===== src/logic/mbra_pkg.sv =====
// constants and state types of the modbus register access responder
package mbra_pkg;

    // ****************************************
    // operation and exception codes
    // ****************************************
    localparam logic [7:0] MBRA_OP_RD_HOLD  = 8'h03;
    localparam logic [7:0] MBRA_OP_RD_INPUT = 8'h04;
    localparam logic [7:0] MBRA_OP_WR_ONE   = 8'h06;
    localparam logic [7:0] MBRA_OP_WR_MANY  = 8'h10;
    localparam logic [7:0] MBRA_ERR_FLAG    = 8'h80;
    localparam logic [7:0] MBRA_EXC_FUNC    = 8'h01;
    localparam logic [7:0] MBRA_EXC_VALUE   = 8'h03;

    // ****************************************
    // limits and frame layout
    // ****************************************
    localparam logic [15:0] MBRA_RD_MAX      = 16'h007D;
    localparam logic [15:0] MBRA_WR_MAX      = 16'h007B;
    localparam logic [8:0]  MBRA_FIXED_LEN   = 9'h008;
    localparam logic [8:0]  MBRA_MANY_BASE   = 9'h009;
    localparam logic [8:0]  MBRA_MIN_LEN     = 9'h004;
    localparam logic [8:0]  MBRA_BUF_BYTES   = 9'h100;
    localparam logic [8:0]  MBRA_VAL_OFFSET  = 9'h007;
    localparam int          MBRA_HDR_BYTES   = 7;
    localparam logic [7:0]  MBRA_SHORT_HDR   = 8'h03;
    localparam logic [7:0]  MBRA_LONG_HDR    = 8'h06;
    localparam int          MBRA_FIFO_DEPTH  = 32;

    // ****************************************
    // check value
    // ****************************************
    localparam logic [15:0] MBRA_CRC_INIT    = 16'hFFFF;
    localparam logic [15:0] MBRA_CRC_POLY    = 16'hA001;
    localparam logic [15:0] MBRA_CRC_GOOD    = 16'h0000;

    typedef enum logic [3:0] {
        MBRA_S_RX     = 4'h0,
        MBRA_S_CHECK  = 4'h1,
        MBRA_S_WR     = 4'h2,
        MBRA_S_HDR    = 4'h3,
        MBRA_S_RDREQ  = 4'h4,
        MBRA_S_RDWAIT = 4'h5,
        MBRA_S_RDCAP  = 4'h6,
        MBRA_S_RDHI   = 4'h7,
        MBRA_S_RDLO   = 4'h8,
        MBRA_S_CRCL   = 4'h9,
        MBRA_S_CRCH   = 4'hA
    } mbra_state_t;

endpackage


===== src/logic/mbra_fifo.sv =====
// reply byte fifo with valid/ready on both sides
`timescale 1ns/1ps
module mbra_fifo #(
    parameter int W     = 8,
    parameter int DEPTH = 32
) (
    input  wire logic         clk_in,
    input  wire logic         rst_in,
    input  wire logic         in_valid_in,
    output logic              in_ready_out,
    input  wire logic [W-1:0] in_data_in,
    output logic              out_valid_out,
    input  wire logic         out_ready_in,
    output logic [W-1:0]      out_data_out
);
    localparam int AW = $clog2(DEPTH);

    typedef struct packed {
        logic [AW-1:0] wp;
        logic [AW-1:0] rp;
        logic [AW:0]   fill;
    } mbra_fifo_st_t;

    mbra_fifo_st_t q;
    mbra_fifo_st_t d;
    logic [W-1:0]  mem [DEPTH];
    logic          push;
    logic          pop;

    assign in_ready_out  = (q.fill != DEPTH[AW:0]);
    assign out_valid_out = (q.fill != '0);
    assign out_data_out  = mem[q.rp];
    assign push          = in_valid_in && in_ready_out;
    assign pop           = out_valid_out && out_ready_in;

    always_comb
    begin
        d = q;
        if (push)
        begin
            d.wp = (q.wp == AW'(DEPTH - 1)) ? '0 : q.wp + 1'b1;
        end
        if (pop)
        begin
            d.rp = (q.rp == AW'(DEPTH - 1)) ? '0 : q.rp + 1'b1;
        end
        d.fill = q.fill + (AW+1)'(push) - (AW+1)'(pop);
    end

    always_ff @(posedge clk_in or posedge rst_in)
    begin
        if (rst_in)
        begin
            q <= '0;
        end
        else
        begin
            q <= d;
        end
    end

    // storage has no reset; the fill count guards every read
    always_ff @(posedge clk_in)
    begin
        if (push)
        begin
            mem[q.wp] <= in_data_in;
        end
    end
endmodule


===== src/logic/mbra_top.sv =====
// modbus rtu register access decoder and responder
`timescale 1ns/1ps
module mbra_top #(
    parameter int FIFO_DEPTH = mbra_pkg::MBRA_FIFO_DEPTH
) (
    input  wire logic        clk_in,
    input  wire logic        rst_in,
    input  wire logic [7:0]  station_addr_in,
    input  wire logic        rx_valid_in,
    input  wire logic [7:0]  rx_data_in,
    input  wire logic        rx_frame_end_in,
    output logic [15:0]      reg_addr_out,
    output logic [15:0]      reg_wdata_out,
    output logic             reg_wr_out,
    output logic             reg_rd_out,
    input  wire logic [15:0] reg_rdata_in,
    output logic             tx_valid_out,
    output logic [7:0]       tx_data_out,
    input  wire logic        tx_ready_in
);
    // ****************************************
    // state
    // ****************************************
    typedef struct packed {
        mbra_pkg::mbra_state_t st;
        logic [8:0]            cnt;
        logic [15:0]           crc;
        logic                  ovf;
        logic [8:0]            len;
        logic [7:0]            idx;
        logic [7:0]            nreg;
        logic [7:0]            exc;
        logic                  rdop;
        logic [15:0]           hold;
        logic [15:0]           txcrc;
        logic [15:0]           addr;
        logic [15:0]           wdata;
        logic                  wr;
        logic                  rd;
    } mbra_st_t;

    mbra_st_t   q;
    mbra_st_t   d;
    logic [7:0] buf_mem [256];
    logic [7:0] hdr [mbra_pkg::MBRA_HDR_BYTES];
    logic       push_valid;
    logic       push_ready;
    logic [7:0] push_data;
    logic [7:0] op;
    logic [15:0] fld_a;
    logic [15:0] fld_n;
    logic [8:0] val_a;
    logic       rx_take;

    function automatic logic [15:0] crc_byte(input logic [15:0] c, input logic [7:0] b);
        logic [15:0] r;
        r = c ^ {8'h00, b};
        for (int i = 0; i < 8; i++)
        begin
            r = r[0] ? ((r >> 1) ^ mbra_pkg::MBRA_CRC_POLY) : (r >> 1);
        end
        return r;
    endfunction

    // big-endian request fields
    assign op      = hdr[1];
    assign fld_a   = {hdr[2], hdr[3]};
    assign fld_n   = {hdr[4], hdr[5]};
    assign val_a   = mbra_pkg::MBRA_VAL_OFFSET + {q.idx, 1'b0};
    assign rx_take = (q.st == mbra_pkg::MBRA_S_RX) && rx_valid_in && !rx_frame_end_in
                     && (q.cnt != mbra_pkg::MBRA_BUF_BYTES);

    // ****************************************
    // frame store
    // ****************************************
    // header bytes kept in flops so decode reads them all at once
    always_ff @(posedge clk_in)
    begin
        if (rx_take)
        begin
            buf_mem[q.cnt[7:0]] <= rx_data_in;
            if (q.cnt < 9'(mbra_pkg::MBRA_HDR_BYTES))
            begin
                hdr[q.cnt[2:0]] <= rx_data_in;
            end
        end
    end

    // ****************************************
    // sequencer
    // ****************************************
    always_comb
    begin
        d          = q;
        d.wr       = 1'b0;
        d.rd       = 1'b0;
        push_valid = 1'b0;
        push_data  = 8'h00;
        unique case (q.st)
            mbra_pkg::MBRA_S_RX:
            begin
                if (rx_frame_end_in)
                begin
                    // silent drop: short, overrun, bad check or foreign station
                    if (q.cnt >= mbra_pkg::MBRA_MIN_LEN && !q.ovf
                        && q.crc == mbra_pkg::MBRA_CRC_GOOD
                        && hdr[0] == station_addr_in)
                    begin
                        d.st = mbra_pkg::MBRA_S_CHECK;
                    end
                    d.len = q.cnt;
                    d.cnt = '0;
                    d.crc = mbra_pkg::MBRA_CRC_INIT;
                    d.ovf = 1'b0;
                end
                else if (rx_take)
                begin
                    d.cnt = q.cnt + 9'h001;
                    d.crc = crc_byte(q.crc, rx_data_in);
                end
                else if (rx_valid_in)
                begin
                    d.ovf = 1'b1;
                end
            end
            mbra_pkg::MBRA_S_CHECK:
            begin
                d.idx   = 8'h00;
                d.exc   = 8'h00;
                d.txcrc = mbra_pkg::MBRA_CRC_INIT;
                d.addr  = fld_a;
                d.nreg  = fld_n[7:0];
                d.rdop  = 1'b0;
                if (op == mbra_pkg::MBRA_OP_RD_HOLD || op == mbra_pkg::MBRA_OP_RD_INPUT)
                begin
                    d.rdop = 1'b1;
                    if (q.len != mbra_pkg::MBRA_FIXED_LEN || fld_n == 16'h0000
                        || fld_n > mbra_pkg::MBRA_RD_MAX)
                    begin
                        d.exc = mbra_pkg::MBRA_EXC_VALUE;
                    end
                end
                else if (op == mbra_pkg::MBRA_OP_WR_ONE)
                begin
                    d.nreg = 8'h01;
                    if (q.len != mbra_pkg::MBRA_FIXED_LEN)
                    begin
                        d.exc = mbra_pkg::MBRA_EXC_VALUE;
                    end
                end
                else if (op == mbra_pkg::MBRA_OP_WR_MANY)
                begin
                    if (fld_n == 16'h0000 || fld_n > mbra_pkg::MBRA_WR_MAX
                        || hdr[6] != {fld_n[6:0], 1'b0}
                        || q.len != mbra_pkg::MBRA_MANY_BASE + {fld_n[7:0], 1'b0})
                    begin
                        d.exc = mbra_pkg::MBRA_EXC_VALUE;
                    end
                end
                else
                begin
                    d.exc = mbra_pkg::MBRA_EXC_FUNC;
                end
                d.st = (d.exc == 8'h00 && !d.rdop) ? mbra_pkg::MBRA_S_WR
                                                    : mbra_pkg::MBRA_S_HDR;
            end
            mbra_pkg::MBRA_S_WR:
            begin
                d.wr    = 1'b1;
                d.wdata = (op == mbra_pkg::MBRA_OP_WR_ONE) ? fld_n
                        : {buf_mem[val_a[7:0]], buf_mem[val_a[7:0] + 8'h01]};
                d.addr  = q.wr ? q.addr + 16'h0001 : q.addr;
                d.idx   = q.idx + 8'h01;
                if (q.idx + 8'h01 == q.nreg)
                begin
                    d.idx = 8'h00;
                    d.st  = mbra_pkg::MBRA_S_HDR;
                end
            end
            mbra_pkg::MBRA_S_HDR:
            begin
                push_valid = 1'b1;
                // writes echo request bytes 0..5; reads and errors send 3 bytes
                push_data  = (q.idx == 8'h01 && q.exc != 8'h00) ? op | mbra_pkg::MBRA_ERR_FLAG
                           : (q.idx == 8'h02 && q.exc != 8'h00) ? q.exc
                           : (q.idx == 8'h02 && q.rdop) ? {q.nreg[6:0], 1'b0}
                           : hdr[q.idx[2:0]];
                if (push_ready)
                begin
                    d.txcrc = crc_byte(q.txcrc, push_data);
                    d.idx   = q.idx + 8'h01;
                    if (q.idx + 8'h01 == ((q.rdop || q.exc != 8'h00)
                        ? mbra_pkg::MBRA_SHORT_HDR : mbra_pkg::MBRA_LONG_HDR))
                    begin
                        d.idx  = 8'h00;
                        d.addr = fld_a;
                        d.st   = (q.rdop && q.exc == 8'h00) ? mbra_pkg::MBRA_S_RDREQ
                                                            : mbra_pkg::MBRA_S_CRCL;
                    end
                end
            end
            mbra_pkg::MBRA_S_RDREQ:
            begin
                d.rd = 1'b1;
                d.st = mbra_pkg::MBRA_S_RDWAIT;
            end
            mbra_pkg::MBRA_S_RDWAIT:
            begin
                d.st = mbra_pkg::MBRA_S_RDCAP;
            end
            mbra_pkg::MBRA_S_RDCAP:
            begin
                d.hold = reg_rdata_in;
                d.st   = mbra_pkg::MBRA_S_RDHI;
            end
            mbra_pkg::MBRA_S_RDHI:
            begin
                push_valid = 1'b1;
                push_data  = q.hold[15:8];
                if (push_ready)
                begin
                    d.txcrc = crc_byte(q.txcrc, push_data);
                    d.st    = mbra_pkg::MBRA_S_RDLO;
                end
            end
            mbra_pkg::MBRA_S_RDLO:
            begin
                push_valid = 1'b1;
                push_data  = q.hold[7:0];
                if (push_ready)
                begin
                    d.txcrc = crc_byte(q.txcrc, push_data);
                    d.addr  = q.addr + 16'h0001;
                    d.idx   = q.idx + 8'h01;
                    d.st    = (q.idx + 8'h01 == q.nreg) ? mbra_pkg::MBRA_S_CRCL
                                                        : mbra_pkg::MBRA_S_RDREQ;
                end
            end
            mbra_pkg::MBRA_S_CRCL:
            begin
                push_valid = 1'b1;
                push_data  = q.txcrc[7:0];
                if (push_ready)
                begin
                    d.st = mbra_pkg::MBRA_S_CRCH;
                end
            end
            mbra_pkg::MBRA_S_CRCH:
            begin
                push_valid = 1'b1;
                push_data  = q.txcrc[15:8];
                if (push_ready)
                begin
                    d.st = mbra_pkg::MBRA_S_RX;
                end
            end
            default:
            begin
                d.st = mbra_pkg::MBRA_S_RX;
            end
        endcase
    end

    always_ff @(posedge clk_in or posedge rst_in)
    begin
        if (rst_in)
        begin
            q       <= '0;
            q.crc   <= mbra_pkg::MBRA_CRC_INIT;
            q.txcrc <= mbra_pkg::MBRA_CRC_INIT;
        end
        else
        begin
            q <= d;
        end
    end

    assign reg_addr_out  = q.addr;
    assign reg_wdata_out = q.wdata;
    assign reg_wr_out    = q.wr;
    assign reg_rd_out    = q.rd;

    // ****************************************
    // reply buffer
    // ****************************************
    // a stalled line back-pressures the sequencer, never drops bytes
    mbra_fifo #(.W(8), .DEPTH(FIFO_DEPTH)) u_fifo (
        .clk_in        (clk_in),
        .rst_in        (rst_in),
        .in_valid_in   (push_valid),
        .in_ready_out  (push_ready),
        .in_data_in    (push_data),
        .out_valid_out (tx_valid_out),
        .out_ready_in  (tx_ready_in),
        .out_data_out  (tx_data_out)
    );
endmodule


===== config.mk =====
export PLATFORM = sky130hd
export DESIGN_NAME = mbra_top
export DESIGN_NICKNAME = d
export VERILOG_FILES = /design/src/logic/mbra_pkg.sv /design/src/logic/mbra_fifo.sv /design/src/logic/mbra_top.sv
export SDC_FILE = /design/constraint.sdc
export NUM_CORES = 2
export LEC_CHECK = 0
export BUFFER_PORTS_ARGS = -buffer_cell sky130_fd_sc_hd__buf_2
export CAP_MARGIN = 10
export CORE_AREA = 2 2 499 625
export CTS_CLUSTER_SIZE = 12
export DETAILED_ROUTE_END_ITERATION = 10
export DIE_AREA = 0 0 501 627
export GPL_ROUTABILITY_DRIVEN = 0
export GPL_TIMING_DRIVEN = 0
export PLACE_DENSITY = 0.45
export SLEW_MARGIN = 20
export SYNTH_ARGS = -nofsm -noshare
export SYNTH_HDL_FRONTEND = slang
export SYNTH_SLANG_ARGS = --single-unit

===== constraint.sdc =====
create_clock -name clk_in -period 11.6 [get_ports clk_in]
set_clock_uncertainty 0.1 [all_clocks]
set_input_delay 0.58 -clock clk_in [delete_from_list [all_inputs] [get_ports clk_in]]
set_output_delay 0.58 -clock clk_in [all_outputs]
set_load 0.01 [all_outputs]

# Word level (Yosys, flattened, before mapping)
# Memory sizes are Yosys's and may differ from the RTL's.
# Cells that the tools add are included.
dict set report op_classes {
  addsub 10
  magnitude_cmp 4
  n_eq_ne 37
  mux 90
  n_bitwise 36
  reduce_logical 42
}
# operator count
set op_table {}
lappend op_table {{$mux 16} 36}
lappend op_table {{$pmux 16 s4} 2}
lappend op_table {{$mux 8} 12}
lappend op_table {{$not 2->3} 32}
lappend op_table {{$mux 32} 2}
lappend op_table {{$xor 16x8->16} 4}
lappend op_table {{$mux 4} 11}
lappend op_table {{$pmux 4 s11} 1}
lappend op_table {{$pmux 8 s5} 1}
lappend op_table {{$gt 16x7->1 const B} 2}
lappend op_table {{$logic_not 16->1} 2}
lappend op_table {{$pmux 8 s4} 1}
lappend op_table {{$mux 26} 1}
lappend op_table {{$mux 25} 1}
lappend op_table {{$add 16x1->16 const B} 1}
lappend op_table {{$add 8x1->8 const B} 2}
lappend op_table {{$eq 4x3->1 const B} 4}
lappend op_table {{$eq 8x2->1 const B} 2}
lappend op_table {{$eq 8x3->1 const B} 2}
lappend op_table {{$eq 8x8->1} 2}
lappend op_table {{$logic_not 8->1} 2}
lappend op_table {{$mux 1} 15}
lappend op_table {{$logic_and 1x1->1} 13}
lappend op_table {{$eq 4x4->1 const B} 3}
lappend op_table {{37 further kinds} 65}
dict set report word_totals {
  reg_bits 146
  ram_bits 2360
  elab_cells 240
  mem_count 3
}
# memory depth width read_ports rd_ports_with_merged_regs wr line_no
set memory_table {}
lappend memory_table {buf_mem 256 8 2 0 1 mbra_top.sv:44} ;# logic [7:0] buf_mem [256];
lappend memory_table {u_fifo.mem 32 8 1 0 1 mbra_fifo.sv:26} ;# logic [W-1:0] mem [DEPTH];
lappend memory_table {hdr 7 8 8 0 1 mbra_top.sv:45} ;# logic [7:0] hdr [mbra_pkg::MBRA_HDR_BYTES];

# Depth between registers and ports, before layout
dict set report depth {
  word_depth 24
  ltp_mapped 18
  mapped_depth_nobuf 16
}

# By module
# A second synthesis with hierarchy kept.
dict set report hier_totals {
  hier_cells 5302
  hier_area_um2 100908.0
}
# mod n_inst cells_each area_per_inst_um2
set modules_own_cells {}
lappend modules_own_cells {mbra_top 1 4730 89991.3}
lappend modules_own_cells {mbra_fifo 1 572 10916.7}

# Least setup slack after synthesis
# OpenSTA, ideal clock, no wires.
dict set report synth_path {
  kind {reg2reg}
  from {reg q[84] (netlist name)}
  to {reg q (netlist bit reg_wdata_out[0])}
  arrival_time_ns 3.723
  required_ns 11.377
  slack_ns 7.654
  stages_incl_launch_ff 16
  synth_period_minus_slack_ns 3.946
  path_cell_list {dfrtp_1 buf_2 buf_4 buf_4 inv_1 ha_1 clkbuf_1 buf_2 buf_2 buf_1 mux4_2 mux2i_1 nand2_1 a311o_1 a31oi_1 a21oi_1}
}
dict set report synth_via {
  elab_chain_cells 4
}
# item line_no
set synth_rtl {}
lappend synth_rtl {{start, declared} mbra_top.sv:42} ;# mbra_st_t q;
lappend synth_rtl {{$add 3x8->8} mbra_top.sv:69} ;# assign val_a = mbra_pkg::MBRA_VAL_OFFSET + {q.idx, 1'b0};
lappend synth_rtl {{$add 8x1->8} mbra_top.sv:171} ;# : {buf_mem[val_a[7:0]], buf_mem[val_a[7:0] + 8'h01]};
lappend synth_rtl {{$mem_v2 256x8} -}
lappend synth_rtl {{$mux 16} mbra_top.sv:170} ;# d.wdata = (op == mbra_pkg::MBRA_OP_WR_ONE) ? fld_n
# Every way passes these cells.
# A chain may end at the register's enable or synchronous reset.

# Worst setup path in the final report
dict set report layout_path {
  from {reg q[83] (netlist name)}
  to {reg q (netlist bit reg_wdata_out[4])}
}
# Same word-level chain as after synthesis.

==> results by stage <==
Worst setup path:
- Setup slack on the worst reg-to-reg path comes out at 5.17 ns.
- The source of the worst register-to-register timing path is q[83].
- The total buffers and inverters traversed by the critical path is 7.
- The critical path launch point type is a register.
- The cell type of the slowest stage on the worst timing path is sky130_fd_sc_hd__clkbuf_1.
- Data arrives at the worst endpoint at 7.05 ns.
- The element type at the critical path end is a register.
- The worst register-to-register path ends at reg_wdata_out[4].
- In this run the worst path has a maximum fanout of 10.
- The worst setup path category is register to register.
- The critical path data required time is ~12 ns.
- The signal on the critical path passes through buf_2 -> buf_4 -> inv_2 -> ha_1 -> buf_1 -> o21ai_1 -> xnor2_1 -> or3_1 -> clkbuf_1 -> nand2_1 -> buf_4 -> clkbuf_1 -> a211oi_1 -> a211oi_1 -> o41ai_1 -> o21ai_1.
- The logic depth of the worst register-to-register path is 16.
- For this run, the slowest stage of the critical path takes 0.79 ns.
- The family with the most delay on the worst path is buffers and inverters.

CTS:
- The number of sinks driven by the clock tree is 2508.
- The H-tree was split into 5 levels.
- Buffers added to address setup during post-CTS repair amount to 0.
- The latest clock arrival within the worst-skew pair is 0.85 ns.
- The register clock-pin slew on the reported worst setup and hold paths is 0.06 ns.
- The hold buffer count at CTS is 22.
- The longest clock path from root to sink contains 4 buffers.
- Clock tree synthesis inserted a total of 280 buffers.
- Post-CTS repair changed the size of 0 cells.
- The CTS tree is yes.
- The root buffer cell chosen for the clock tree is sky130_fd_sc_hd__clkbuf_16.

Min path:
- The endpoint of the worst hold path is buf_mem[51][0].
- The instance count along the most critical hold path is 1.
- The worst hold path belongs to the class input pin to register.
- The worst hold path startpoint is rx_data_in[0].

Floorplanning:
- Measured along the y axis, the die boundary spans 627 um.
- In this run the standard cell core region covers 308000 um2.
- The floorplan step set the die width to 501 um.
- The die area is 314000 um2.
- The starting utilization of the core area is 0.329.
- The total I/O pin count is 80.
- After floorplanning, the core was divided into roughly 230 placement rows.

Placement:
- The estimated wirelength of the detail-placed design is 215000 um.
- Input and output buffers added on the ports amount to 79.
- The setup slack after placement is 5.10 ns.

Finish:
- The combined area of the multi-input logic cells is 25100 um2.
- Compared with the post-synthesis result, the final layout area differs by 15.0%.
- The library cell used most frequently in the layout, excluding fill and tap cells, is sky130_fd_sc_hd__edfxtp_1.
- The area occupied by registers is 74700 um2.
- In the layout the commonest cells are sky130_fd_sc_hd__edfxtp_1, sky130_fd_sc_hd__mux4_2, sky130_fd_sc_hd__nand2_1.
- Counting the fill cells in the layout gives between 20000 and 30000.
- The fraction of final layout cells sized beyond drive strength 1 is 0.217.
- The final layout contains 5971 nets.

Synth:
- The synthesized netlist occupies a cell area of 101000 um2.
- The synthesized netlist contains between 80 and 90 unique library cells.
- The number of enable flip-flop cells after synthesis is 2368.
- During synthesis, Yosys emitted a total of 0 warnings.
- The most used flip-flop cell after synthesis is sky130_fd_sc_hd__edfxtp_1.
- In the synthesized netlist the async set-or-reset flop fraction comes to 0.0558.
- The synthesis-stage register bit count is 2508.
- The number of standard cells after synthesis is around 5500.
- The sequential-to-total area share from yosys stat is 0.737.
- A synthesized cell averages 18.5 um2.

Status:
- The flow ran to the end, and the final reports show no timing, DRC or antenna violations.

Routing:
- In the routed layout, each cell is associated on average with a via count of 5.29.
- The remaining number of nets flagged by the antenna check after routing is 0.
- In the routed design, unresolved DRC markers number 0.
- The final routed wirelength across all metal layers is 313000 um.
- For this block, the initial DRC count from the detailed router was 4949.
- The number of iterations in the first detailed-routing pass is 6.
- Dividing the detail-routed wire length by the instance count gives between 30 and 40 um.
- Detailed routing inserted a total of 53579 vias.

Pwr:
- The total chip power is about 19000 uW.
- The leakage power summed over all cells is around 0.035 uW.
- The maximum resistive drop on vdd is 108 uV.
- For this design the ratio of total power to cell area is 163 nW/um2.

GRT:
- Across every metal layer, demand over resource in global routing totals 0.197.
- The total overflow left after global routing is 0.
- The number of antenna violations at the first check in global routing is 14.
- The wire length of the first global-routing pass is between 400000 and 500000 um.
- The largest net degree at the start of global routing is around 110.
- The number of global-route vias before repair came to 55649.

STA:
- The total count of max-transition violations in the final report is 0.
- At the pin with the least slew margin, the transition time is 1.41 ns.
- Adding up every negative setup slack in the final design gives 0 ns.
- The time the final worst path needs with I/O delays and setup is about 6.4 ns.
- The count of endpoints failing hold in the final timing report is 0.
- The worst relative slew slack is 0.0513.
- Setup repair after global routing left no endpoint under its margin.
- The worst path meets setup with 5.17 ns of slack.
- The achievable frequency is 0.156 GHz.
- Dividing the final minimum period by the clock period gives 0.554.
- The setup violation total in the final timing report is 0.

Job:
- Max-cap violations in this run came to 0.
-- where the power goes --
| part | switching (uW) | total, uW | internal [uW] |
|---|---|---|---|
| sequential | 27.9 | 9960 | 9930 |
| clock | 3630 | 8430 | 4800 |
| combinational | 420 | 624 | 204 |
-- through the flow --
step | area [um2] | hold WS (ns) | cells | util
floorplan | 101000 | 0.363 | 5487 | -
global placement | 107000 | 0.390 | 9591 | 0.347
detailed placement | 108000 | 0.388 | 9626 | 0.350
CTS | 116000 | 0.0107 | 10121 | 0.378
global route | 116000 | 0.0445 | 10123 | 0.378
finish | 116000 | 0.0492 | 10128 | 0.378
-- per-layer routing --
metal,vias up,global-route usage,wire (um)
met3,428,0.0260,14200
met2,1471,0.353,164000
met4,0,0.0621,10400
met1,28870,0.244,124000
met5,-,0,0
li1,22810,-,-
-- kinds of logic after synthesis --
kind of cell             synth area share
flip-flops                          0.737
AO/OA/AOI/OAI                      0.0259
multiplexers                        0.148
XOR/XNOR                           0.0120
buffers and inverters              0.0171
adder cells (fa/ha/maj)           0.00366
other                           0.0000370
AND/OR/NAND/NOR                    0.0566
-- state kept, by name, summed over array words and instances (netlist names) --
signal and count:
u_fifo.mem 256, u_fifo.q 16, reg_wdata_out 16, reg_wr_out 1, hdr 64, reg_rd_out 1, reg_addr_out 16, q 90
buf_mem 2048
-- worst reg2reg max path: cells and delay by family, from the launching register on --
kind / cells / cell delay (ns)
simple gates: 2 / 0.61
buf+inv: 7 / 2.72
xor+xnor: 1 / 0.53
flops: 1 / 0.57
compound gates: 5 / 1.61
fa+ha+maj: 1 / 0.17
-- layout make-up --
cell class / count / share of cell area
sequential: 2508 / 0.641
multi-input combinational: 2581 / 0.216
clock buffer: 363 / 0.0641
tap: 4025 / 0.0432
buffer: 359 / 0.0139
timing repair buffer: 136 / 0.0127
clock inverter: 110 / 0.00793
inverter: 39 / 0.00132
antenna: 7 / 0.000150
-- worst max path at each step --
stage                start           endpoint  depth (start not counted)
global placement     q[83]   u_fifo.mem[2][3]                         10
global route         q[83]   reg_wdata_out[4]                         16
CTS                  q[83]  reg_wdata_out[11]                         15
finish               q[83]   reg_wdata_out[4]                         16
floorplan           rst_in             q[100]                          1
detailed placement   q[83]   reg_wdata_out[4]                         16
-- synthesized netlist by cell type (9+ instances only) --
library cell | number | share of area
sky130_fd_sc_hd__a211oi_1 | 36 | 0.0027
sky130_fd_sc_hd__a21oi_1 | 72 | 0.0036
sky130_fd_sc_hd__a221oi_1 | 12 | 0.0010
sky130_fd_sc_hd__a22oi_1 | 9 | 0.00067
sky130_fd_sc_hd__a311oi_1 | 16 | 0.0014
sky130_fd_sc_hd__a31oi_1 | 18 | 0.0011
sky130_fd_sc_hd__a41oi_1 | 15 | 0.0013
sky130_fd_sc_hd__and3_1 | 49 | 0.0030
sky130_fd_sc_hd__buf_1 | 30 | 0.0011
sky130_fd_sc_hd__buf_2 | 69 | 0.0034
sky130_fd_sc_hd__buf_4 | 38 | 0.0028
sky130_fd_sc_hd__clkbuf_1 | 221 | 0.0082
sky130_fd_sc_hd__dfrtp_1 | 108 | 0.027
sky130_fd_sc_hd__dfstp_2 | 32 | 0.0083
sky130_fd_sc_hd__edfxtp_1 | 2368 | 0.70
sky130_fd_sc_hd__ha_1 | 28 | 0.0035
sky130_fd_sc_hd__inv_1 | 36 | 0.0013
sky130_fd_sc_hd__mux2_2 | 40 | 0.0044
sky130_fd_sc_hd__mux2i_1 | 59 | 0.0058
sky130_fd_sc_hd__mux4_2 | 618 | 0.14
sky130_fd_sc_hd__nand2_1 | 480 | 0.018
sky130_fd_sc_hd__nand3_1 | 231 | 0.011
sky130_fd_sc_hd__nand4_1 | 42 | 0.0026
sky130_fd_sc_hd__nor2_1 | 386 | 0.014
sky130_fd_sc_hd__nor2b_1 | 11 | 0.00068
sky130_fd_sc_hd__nor3_1 | 27 | 0.0013
sky130_fd_sc_hd__nor4_1 | 18 | 0.0011
sky130_fd_sc_hd__o211ai_1 | 23 | 0.0017
sky130_fd_sc_hd__o21a_1 | 11 | 0.00082
sky130_fd_sc_hd__o21ai_0 | 66 | 0.0033
sky130_fd_sc_hd__o21ai_1 | 24 | 0.0012
sky130_fd_sc_hd__o22a_1 | 9 | 0.00078
sky130_fd_sc_hd__o22ai_1 | 19 | 0.0012
sky130_fd_sc_hd__o31ai_1 | 10 | 0.00074
sky130_fd_sc_hd__or3_1 | 12 | 0.00074
sky130_fd_sc_hd__xnor2_1 | 79 | 0.0068
sky130_fd_sc_hd__xor2_1 | 51 | 0.0044
(Power assumes the default switching activity.)
